**src/sdd_pkg.sv**
```systemverilog
// constants, types and glyph font for the two-digit segment display controller
// Summary of operation
// - select 0000 shows upper byte, 0001 lower
// - any byte 00 to FF shown as hex
// - shown content held until next command
// - bad select sets fault, display untouched
// - most recent command's content is shown
// - priority: error, user, analog, removable memory
// - user content kept and restored after error
// - each pattern bit lights one segment
// - zero pattern blanks user display only
// - pattern command leaves fault flag alone
package sdd_pkg;

	// digit select codes on the select word
	localparam logic [15:0] SDD_SEL_UPPER = 16'h0000;
	localparam logic [15:0] SDD_SEL_LOWER = 16'h0001;

	// field layout of a 16-bit segment word
	localparam int SDD_LEFT_HI = 15;
	localparam int SDD_LEFT_LO = 8;
	localparam int SDD_RIGHT_HI = 7;
	localparam int SDD_RIGHT_LO = 0;
	localparam int SDD_DP_BIT = 7;

	// reset values and blank pattern
	localparam logic [15:0] SDD_SEG_BLANK = 16'h0000;
	localparam logic [7:0] SDD_BYTE_RST = 8'h00;
	localparam logic SDD_DP_OFF = 1'b0;

	// glyphs, bit0 = segment a through bit6 = segment g
	localparam logic [6:0] SDD_GLYPH_0 = 7'h3F;
	localparam logic [6:0] SDD_GLYPH_1 = 7'h06;
	localparam logic [6:0] SDD_GLYPH_2 = 7'h5B;
	localparam logic [6:0] SDD_GLYPH_3 = 7'h4F;
	localparam logic [6:0] SDD_GLYPH_4 = 7'h66;
	localparam logic [6:0] SDD_GLYPH_5 = 7'h6D;
	localparam logic [6:0] SDD_GLYPH_6 = 7'h7D;
	localparam logic [6:0] SDD_GLYPH_7 = 7'h07;
	localparam logic [6:0] SDD_GLYPH_8 = 7'h7F;
	localparam logic [6:0] SDD_GLYPH_9 = 7'h6F;
	localparam logic [6:0] SDD_GLYPH_A = 7'h77;
	localparam logic [6:0] SDD_GLYPH_B = 7'h7C;
	localparam logic [6:0] SDD_GLYPH_C = 7'h39;
	localparam logic [6:0] SDD_GLYPH_D = 7'h5E;
	localparam logic [6:0] SDD_GLYPH_E = 7'h79;
	localparam logic [6:0] SDD_GLYPH_F = 7'h71;

	// source currently driving the display
	typedef enum logic [2:0] {
		SDD_SRC_NONE = 3'b000,
		SDD_SRC_ERROR = 3'b001,
		SDD_SRC_USER = 3'b010,
		SDD_SRC_ANALOG = 3'b011,
		SDD_SRC_MEMORY = 3'b100
	} sdd_src_type;

	// whole state of the controller
	typedef struct packed {
		logic [15:0] user_seg;
		logic user_on;
		logic [7:0] shown_byte;
		logic fault;
		logic [15:0] disp;
		sdd_src_type src;
	} sdd_state_type;

endpackage : sdd_pkg

```
**src/sdd_hex_font.sv**
```systemverilog
// nibble to seven-segment glyph decoder
`timescale 1ns/1ps
module sdd_hex_font
	import sdd_pkg::*;
(
	// nibble in
	input wire logic [3:0] nibble,
	// glyph out, a in bit 0
	output logic [6:0] glyph
);

	// fixed hex font, every code has a glyph
	always_comb begin
		unique case (nibble)
			4'h0: glyph = SDD_GLYPH_0;
			4'h1: glyph = SDD_GLYPH_1;
			4'h2: glyph = SDD_GLYPH_2;
			4'h3: glyph = SDD_GLYPH_3;
			4'h4: glyph = SDD_GLYPH_4;
			4'h5: glyph = SDD_GLYPH_5;
			4'h6: glyph = SDD_GLYPH_6;
			4'h7: glyph = SDD_GLYPH_7;
			4'h8: glyph = SDD_GLYPH_8;
			4'h9: glyph = SDD_GLYPH_9;
			4'hA: glyph = SDD_GLYPH_A;
			4'hB: glyph = SDD_GLYPH_B;
			4'hC: glyph = SDD_GLYPH_C;
			4'hD: glyph = SDD_GLYPH_D;
			4'hE: glyph = SDD_GLYPH_E;
			4'hF: glyph = SDD_GLYPH_F;
		endcase
	end

endmodule : sdd_hex_font

```
**src/sdd_prio_sel.sv**
```systemverilog
// fixed-priority choice of the display source
`timescale 1ns/1ps
module sdd_prio_sel
	import sdd_pkg::*;
(
	// system error message
	input wire logic err_on,
	input wire logic [15:0] err_seg,
	// user display content
	input wire logic user_on,
	input wire logic [15:0] user_seg,
	// analog adjustment display
	input wire logic ana_on,
	input wire logic [15:0] ana_seg,
	// removable memory processing display
	input wire logic mem_on,
	input wire logic [15:0] mem_seg,
	// chosen source and pattern
	output sdd_src_type src,
	output logic [15:0] seg
);

	// highest active source wins
	always_comb begin
		if (err_on) begin
			src = SDD_SRC_ERROR;
			seg = err_seg;
		end else if (user_on) begin
			src = SDD_SRC_USER;
			seg = user_seg;
		end else if (ana_on) begin
			src = SDD_SRC_ANALOG;
			seg = ana_seg;
		end else if (mem_on) begin
			src = SDD_SRC_MEMORY;
			seg = mem_seg;
		end else begin
			src = SDD_SRC_NONE;
			seg = SDD_SEG_BLANK;
		end
	end

endmodule : sdd_prio_sel

```
**src/sdd_ctrl.sv**
```systemverilog
// two-digit segment display controller top
`timescale 1ns/1ps
module sdd_ctrl
	import sdd_pkg::*;
(
	// clock and synchronous reset
	input wire logic clk,
	input wire logic srst,
	// hex digit show command
	input wire logic hex_digit_show_cmd,
	input wire logic [15:0] src_word,
	input wire logic [15:0] sel_word,
	// segment pattern command
	input wire logic segment_pattern_cmd,
	input wire logic [15:0] pattern_word,
	// system error message display
	input wire logic sys_err_on,
	input wire logic [15:0] sys_err_seg,
	// analog adjustment display
	input wire logic analog_on,
	input wire logic [15:0] analog_seg,
	// removable memory processing display
	input wire logic memory_on,
	input wire logic [15:0] memory_seg,
	// segment drive, upper byte left digit
	output logic [15:0] seg_out,
	// source now shown
	output sdd_src_type disp_src,
	// fault flag of the last digit command issued without a pattern command
	output logic fault_flag,
	// user content stored
	output logic user_display_on
);

	// registered state and its next value
	sdd_state_type state_r;
	sdd_state_type state_nxt;

	// select word decode
	logic sel_upper;
	logic sel_lower;
	logic sel_ok;
	// byte picked from the source word
	logic [7:0] pick_byte;
	// glyphs of the picked byte
	logic [6:0] glyph_hi;
	logic [6:0] glyph_lo;
	// hex command result as segment word
	logic [15:0] hex_seg;
	// user content after this cycle's commands
	logic [15:0] user_seg_new;
	logic user_on_new;
	// priority result
	sdd_src_type prio_src;
	logic [15:0] prio_seg;

	// decode the digit select
	always_comb begin
		sel_upper = (sel_word == SDD_SEL_UPPER);
		sel_lower = (sel_word == SDD_SEL_LOWER);
		sel_ok = sel_upper | sel_lower;
	end

	// pick upper or lower byte of the source
	always_comb begin
		if (sel_upper) begin
			pick_byte = src_word[SDD_LEFT_HI:SDD_LEFT_LO];
		end else begin
			pick_byte = src_word[SDD_RIGHT_HI:SDD_RIGHT_LO];
		end
	end

	// font for the left digit
	sdd_hex_font u_font_hi (
		.nibble(pick_byte[7:4]),
		.glyph(glyph_hi)
	);

	// font for the right digit
	sdd_hex_font u_font_lo (
		.nibble(pick_byte[3:0]),
		.glyph(glyph_lo)
	);

	// two glyphs, decimal points dark
	always_comb begin
		hex_seg = {SDD_DP_OFF, glyph_hi, SDD_DP_OFF, glyph_lo};
	end

	// user content update, pattern wins over a digit command in the same cycle
	always_comb begin
		user_seg_new = state_r.user_seg;
		user_on_new = state_r.user_on;
		if (segment_pattern_cmd) begin
			// raw pattern, one bit per segment
			user_seg_new = pattern_word;
			// zero pattern erases user content only
			user_on_new = (pattern_word != SDD_SEG_BLANK);
		end else if (hex_digit_show_cmd && sel_ok) begin
			// latest digit command replaces content
			user_seg_new = hex_seg;
			user_on_new = 1'b1;
		end
		// otherwise content is held
	end

	// choose which source reaches the segments
	sdd_prio_sel u_prio (
		.err_on(sys_err_on),
		.err_seg(sys_err_seg),
		.user_on(user_on_new),
		.user_seg(user_seg_new),
		.ana_on(analog_on),
		.ana_seg(analog_seg),
		.mem_on(memory_on),
		.mem_seg(memory_seg),
		.src(prio_src),
		.seg(prio_seg)
	);

	// next state
	always_comb begin
		state_nxt = state_r;
		state_nxt.user_seg = user_seg_new;
		state_nxt.user_on = user_on_new;
		state_nxt.disp = prio_seg;
		state_nxt.src = prio_src;
		if (hex_digit_show_cmd && !segment_pattern_cmd) begin
			// fault follows the select of each digit command not paired with a pattern command
			state_nxt.fault = !sel_ok;
			if (sel_ok) begin
				state_nxt.shown_byte = pick_byte;
			end
		end
		// pattern command never touches the fault
	end

	// register the state
	always_ff @(posedge clk) begin
		if (srst) begin
			state_r.user_seg <= SDD_SEG_BLANK;
			state_r.user_on <= 1'b0;
			state_r.shown_byte <= SDD_BYTE_RST;
			state_r.fault <= 1'b0;
			state_r.disp <= SDD_SEG_BLANK;
			state_r.src <= SDD_SRC_NONE;
		end else begin
			state_r <= state_nxt;
		end
	end

	// outputs straight from the state
	assign seg_out = state_r.disp;
	assign disp_src = state_r.src;
	assign fault_flag = state_r.fault;
	assign user_display_on = state_r.user_on;

	// upper select shows the upper byte
	property p_sel_upper;
		@(posedge clk) disable iff (srst)
		hex_digit_show_cmd && !segment_pattern_cmd && sel_word == SDD_SEL_UPPER
			|=> state_r.shown_byte == $past(src_word[SDD_LEFT_HI:SDD_LEFT_LO]);
	endproperty
	a_sel_upper: assert property (p_sel_upper) else $error("upper byte not shown");

	// lower select shows the lower byte
	property p_sel_lower;
		@(posedge clk) disable iff (srst)
		hex_digit_show_cmd && !segment_pattern_cmd && sel_word == SDD_SEL_LOWER
			|=> state_r.shown_byte == $past(src_word[SDD_RIGHT_HI:SDD_RIGHT_LO]);
	endproperty
	a_sel_lower: assert property (p_sel_lower) else $error("lower byte not shown");

	// valid digit command stores both glyphs with dark points
	property p_hex_glyphs;
		@(posedge clk) disable iff (srst)
		hex_digit_show_cmd && !segment_pattern_cmd && sel_ok
			|=> state_r.user_on && state_r.user_seg == $past(hex_seg)
			&& !state_r.user_seg[SDD_DP_BIT]
			&& state_r.user_seg[SDD_LEFT_HI-1:SDD_LEFT_LO] != SDD_SEG_BLANK[SDD_RIGHT_HI-1:SDD_RIGHT_LO];
	endproperty
	a_hex_glyphs: assert property (p_hex_glyphs) else $error("hex glyphs wrong");

	// no command keeps user content for two cycles
	property p_hold;
		@(posedge clk) disable iff (srst)
		!hex_digit_show_cmd && !segment_pattern_cmd ##1
			!hex_digit_show_cmd && !segment_pattern_cmd
			|=> $stable(state_r.user_seg) && $stable(state_r.user_on);
	endproperty
	a_hold: assert property (p_hold) else $error("user content changed");

	// bad select raises fault and keeps content
	property p_bad_sel;
		@(posedge clk) disable iff (srst)
		hex_digit_show_cmd && !segment_pattern_cmd && !sel_ok
			|=> state_r.fault && $stable(state_r.user_seg) && $stable(state_r.user_on);
	endproperty
	a_bad_sel: assert property (p_bad_sel) else $error("bad select mishandled");

	// good select clears fault
	property p_good_sel;
		@(posedge clk) disable iff (srst)
		hex_digit_show_cmd && !segment_pattern_cmd && sel_ok |=> !state_r.fault;
	endproperty
	a_good_sel: assert property (p_good_sel) else $error("fault not cleared");

	// last command wins: a pattern after a digit command replaces it
	property p_last_wins;
		@(posedge clk) disable iff (srst)
		hex_digit_show_cmd && !segment_pattern_cmd && sel_ok ##1 segment_pattern_cmd
			|=> state_r.user_seg == $past(pattern_word);
	endproperty
	a_last_wins: assert property (p_last_wins) else $error("older content shown");

	// error message overrides everything
	property p_err_first;
		@(posedge clk) disable iff (srst)
		sys_err_on |=> disp_src == SDD_SRC_ERROR && seg_out == $past(sys_err_seg);
	endproperty
	a_err_first: assert property (p_err_first) else $error("error not on top");

	// analog shows only without error or user content
	property p_analog;
		@(posedge clk) disable iff (srst)
		analog_on && !sys_err_on && !user_on_new |=> disp_src == SDD_SRC_ANALOG;
	endproperty
	a_analog: assert property (p_analog) else $error("analog priority wrong");

	// user content comes back after the error ends
	property p_restore;
		@(posedge clk) disable iff (srst)
		sys_err_on ##1 !sys_err_on && state_r.user_on && !hex_digit_show_cmd
			&& !segment_pattern_cmd |=> seg_out == state_r.user_seg
			&& disp_src == SDD_SRC_USER;
	endproperty
	a_restore: assert property (p_restore) else $error("user content lost");

	// pattern bits reach segments one to one
	property p_pattern;
		@(posedge clk) disable iff (srst)
		segment_pattern_cmd && pattern_word != SDD_SEG_BLANK && !sys_err_on
			|=> seg_out == $past(pattern_word);
	endproperty
	a_pattern: assert property (p_pattern) else $error("pattern not shown");

	// zero pattern blanks user display
	property p_zero;
		@(posedge clk) disable iff (srst)
		segment_pattern_cmd && pattern_word == SDD_SEG_BLANK |=> !state_r.user_on;
	endproperty
	a_zero: assert property (p_zero) else $error("zero pattern kept content");

	// pattern command keeps the fault flag
	property p_flag_kept;
		@(posedge clk) disable iff (srst)
		segment_pattern_cmd |=> $stable(fault_flag);
	endproperty
	a_flag_kept: assert property (p_flag_kept) else $error("fault touched by pattern");

	// user content beats analog and memory displays
	property p_user_over;
		@(posedge clk) disable iff (srst)
		user_on_new && !sys_err_on
			|=> disp_src == SDD_SRC_USER && seg_out == $past(user_seg_new);
	endproperty
	a_user_over: assert property (p_user_over) else $error("user rank wrong");

	// memory display shows only when nothing ranks above it
	property p_memory_last;
		@(posedge clk) disable iff (srst)
		memory_on && !analog_on && !sys_err_on && !user_on_new
			|=> disp_src == SDD_SRC_MEMORY && seg_out == $past(memory_seg);
	endproperty
	a_memory_last: assert property (p_memory_last) else $error("memory rank wrong");

	// main scenarios
	property p_cov_hex;
		@(posedge clk) disable iff (srst)
		hex_digit_show_cmd && sel_ok ##1 !hex_digit_show_cmd [*3];
	endproperty
	c_cov_hex: cover property (p_cov_hex);

	property p_cov_err_restore;
		@(posedge clk) disable iff (srst)
		state_r.user_on && sys_err_on ##1 !sys_err_on;
	endproperty
	c_cov_err_restore: cover property (p_cov_err_restore);

	property p_cov_bad_sel;
		@(posedge clk) disable iff (srst)
		hex_digit_show_cmd && !sel_ok;
	endproperty
	c_cov_bad_sel: cover property (p_cov_bad_sel);

	property p_cov_clear;
		@(posedge clk) disable iff (srst)
		state_r.user_on ##1 segment_pattern_cmd && pattern_word == SDD_SEG_BLANK;
	endproperty
	c_cov_clear: cover property (p_cov_clear);

	// memory display on with no error and no stored user content, analog not excluded
	property p_cov_low_src;
		@(posedge clk) disable iff (srst)
		!state_r.user_on && memory_on && !sys_err_on;
	endproperty
	c_cov_low_src: cover property (p_cov_low_src);

endmodule : sdd_ctrl

```
**config.mk**
```make
export PLATFORM = sky130hd
export DESIGN_NAME = sdd_ctrl
export DESIGN_NICKNAME = d
export VERILOG_FILES = /design/src/sdd_pkg.sv /design/src/sdd_hex_font.sv /design/src/sdd_prio_sel.sv /design/src/sdd_ctrl.sv
export SDC_FILE = /design/constraint.sdc
export NUM_CORES = 1
export LEC_CHECK = 0
export ABC_AREA = 1
export BUFFER_PORTS_ARGS = -buffer_cell sky130_fd_sc_hd__buf_2
export CORE_MARGIN = 4
export CORE_UTILIZATION = 40
export CTS_CLUSTER_SIZE = 14
export DETAILED_ROUTE_END_ITERATION = 10
export GPL_TIMING_DRIVEN = 0
export HOLD_SLACK_MARGIN = 0.1
export MAX_ROUTING_LAYER = met4
export PLACE_DENSITY = 0.69
export SLEW_MARGIN = 15
export SYNTH_ARGS = -nofsm -noshare
export SYNTH_HDL_FRONTEND = slang
export SYNTH_SLANG_ARGS = --single-unit
```
**constraint.sdc**
```tcl
create_clock -name clk -period 3.1 [get_ports clk]
set_clock_uncertainty 0.15 [all_clocks]
set_input_delay 0.62 -clock clk [delete_from_list [all_inputs] [get_ports clk]]
set_output_delay 0.62 -clock clk [all_outputs]
set_load 0.02 [all_outputs]
```
==> summary.txt <==
Global route
  – Vias in the first global route: about 3100
  – Initial antenna violation count: 0
  – GRT overflow: 0
  – Largest net degree at the start of global routing: 12
  – GRT Util Overall: between 10% and 20%
  – Global-route wire length before repair: 13500 um

Finish
  – Area Growth Syn to Fin: 29.3%
  – Share of post-route cells with drive strength above 1: around 33%
  – Antenna Diode Count: 0
  – Final Core Density: a little over half
  – FILL cells: around 750
  – Fin area: approximately 3700 sq um
  – Final nets: slightly above 700
  – Final non-filler cell total: 691

Synth
  – Synth cell types: 30
  – Synth Flop Type: dfxtp_1
  – Area share of the largest cell type after synthesis: ~26%
  – Synth Area in Compound Gates: roughly an eighth
  – Synth cell count leaders: nand2_1 (126), nor2_1 (54), nand3_1 (52)
  – Most frequent cell after synthesis: nand2_1
  – Cell area after technology mapping: between 2000 and 3000 sq um
  – Synth area leaders: dfxtp_1 (26%), nand2_1 (16%), nand3_1 (9.1%)
  – Synth warn: 0
  – Main combinational cell family by area after synthesis: simple AND/OR/NAND/NOR gates
  – Mux cell area share after synthesis: 0%
  – Syn Nets: between 500 and 600
  – Dominant cell type by area after synthesis: dfxtp_1
  – Post-synth ARST share: 0%
  – Mean Syn Cell Area: 6.17 sq um
  – Post-Synth Simple-Gate Area: 42.0%
  – Flops & latches, synth: 37
  – Synthesized instance count: roughly 470
  – Post-synthesis sequential area ratio: between 20% and 30%
  – EDFF count, synth: 0
  – Post-Synth XOR/XNOR Area: 0%
  – Synth Area in Adders: 6.09%

Flow run
  – Max-Cap Viols: 0

Die
  – Initial Util: between 40% and 50%
  – Num ports: between 100 and 150
  – Cell Rows: 30
  – Core Box Area: between 6000 and 7000 sq um
  – Die X: 92.8 um
  – Die area: ~8600 sq um
  – Die Y: ~90 um

Clock tree
  – Number of CTS-inserted buffers: 5
  – Post-CTS Setup Inserts: 0
  – CTS Root Buffer Type: clkbuf_8
  – Clk_lat worst skew: 0.29 ns
  – H-tree levels: 2
  – CTS clk-pin slew, worst paths: about 0.08 ns
  – CTS resizes: 0
  – CTS tree: built
  – Number of hold buffers added after cts: 0
  – Worst-case clock buffer depth: 2
  – Clock sinks: 37

Power
  – Sw Share: between 20% and 30%
  – P_int: 0.920 mW
  – Flop pwr share: 39.7%
  – Worst vdd ir: 0.000219 V
  – Clock power share: 33.7%
  – Static leakage: between 1.5 and 2 nW
  – Switching power: ~0.38 mW
  – Pwr Density: 349 nW/um^2
  – Tot Pwr: ~1.3 mW
  – Comb pwr share: between 20% and 30%

Timing
  – Slew headroom: between 60 and 70%
  – Final Hold Viols: 0
  – RSZ-0062 raised after global routing: false
  – Fmax: 398 MHz
  – Tmin final: between 2 and 3 ns
  – Hold WS: ~0.40 ns
  – Final period util: about four fifths
  – Final Slew Violations: 0
  – Setup WS post-layout: between 0.5 and 0.6 ns
  – Final TNS setup: 0 ns
  – Final setup fails: 0
  – Tightest Pin Transition: 0.535 ns

Setup path
  – Required time worst endpoint: ~3.1 ns
  – WP data arrival: 2.55 ns
  – Critical path type: input pin to register
  – Critical Path Start Type: input pin
  – Maximum fanout along the worst path: 10
  – Critical Path End Type: register

Drt
  – DRC: 0
  – Vias per cell: between 4 and 5
  – Routed wire length: 8500 um
  – Final ANT Viol Nets: 0
  – Iteration-0 DRC count of the detailed router: 125
  – Via Count: ~3300
  – WL per Instance: about 12 um
  – First drt pass iteration count: 4

Placement
  – Worst slack, placed: approximately 0.27 ns
  – Placer Congestion: just under 0.9
  – Post-DP HPWL: between 7000 and 8000 um
  – Number of I/O port buffers: about 120
  – Placed Cells: a little under 700
  – Placed Area: between 3000 and 4000 sq um

Hold path
  – Worst hold-check path type: register to register

Outcome
  – Status: completed
cell usage in the layout (no fill, tap or decap):
cell type,count
a21oi_1,42
a21oi_2,2
a31oi_1,1
buf_1,2
buf_2,123
buf_4,23
buf_6,3
bufinv_16,1
clkbuf_1,8
clkbuf_8,6
clkinv_1,1
dfxtp_1,37
ha_1,14
inv_1,27
inv_2,7
inv_4,1
nand2_1,126
nand2_2,18
nand2_4,2
nand3_1,52
nand3_2,3
nand3b_1,2
nand4_1,1
nor2_1,54
nor2_2,3
nor3_1,2
nor3_2,1
nor4_1,1
o21ai_0,24
o21ai_1,2
or2_2,5
or2_4,1
logic make-up after synthesis:
group                    count (synthesis)
adder cells (fa/ha/maj)                 14
AO/OA/AOI/OAI                           71
flip-flops                              37
buffers and inverters                   73
AND/OR/NAND/NOR                        271
path summary, 6_finish.rpt:
kind / depth (start not counted) / slack (ns) / startpoint / end
max reg2reg: 7 / 1.67 / user_display_on$_SDFF_PP0_ / seg_out[9]$_SDFF_PP0_
min reg2reg: 2 / 0.40 / fault_flag$_SDFFE_PP0P_ / fault_flag$_SDFFE_PP0P_
min: 2 / 0.40 / fault_flag$_SDFFE_PP0P_ / fault_flag$_SDFFE_PP0P_
max: 19 / 0.59 / sel_word[3] / seg_out[0]$_SDFF_PP0_
critical path, cell delays in order:
cell,delay [ns]
buf_2,0.10
nor2_1,0.13
nand2_1,0.09
nor2_2,0.15
nand2_2,0.10
buf_6,0.17
nand2_1,0.07
nand2_1,0.13
inv_1,0.17
ha_1,0.20
inv_1,0.05
nand3_1,0.09
nand3_2,0.08
nand2_1,0.08
nand2_1,0.05
nand2_1,0.07
nand2_1,0.06
nand2_1,0.07
a21oi_1,0.07
layout make-up:
type / instances / area [sq um] / share of cell area (%)
plain buffers: 37 / 250 / 6.73
repair buffers: 121 / 606 / 16.3
clock inverters: 1 / 30.0 / 0.808
inverters: 36 / 138 / 3.70
flip-flops and latches: 37 / 741 / 19.9
well taps: 96 / 120 / 3.23
clock buffers: 7 / 86.3 / 2.32
multi-input cells: 356 / 1750 / 47.0
registers in the layout (all words and copies together) (netlist names):
| signal | flops |
|---|---|
| disp_src | 3 |
| fault_flag | 1 |
| seg_out | 16 |
| state_r | 16 |
| user_display_on | 1 |
routing by layer:
layer	global-route usage, %	wire, um	up-vias
met3	2.84	513	12
met2	34.1	4240	107
met1	24.6	3650	1474
met5	-	0	-
met4	4.52	107	0
li1	-	-	1734
power by group through the flow:
stage	Clock [mW]	Combinational [mW]	Sequential, mW
2_1_floorplan	0	0.215	0.527
3_3_place_gp	0	0.340	0.526
3_5_place_dp	0	0.345	0.527
4_1_cts	0.441	0.346	0.516
5_1_grt	0.465	0.388	0.519
6_report	0.437	0.345	0.516
Note: power is estimated with default switching activity, not from simulation.
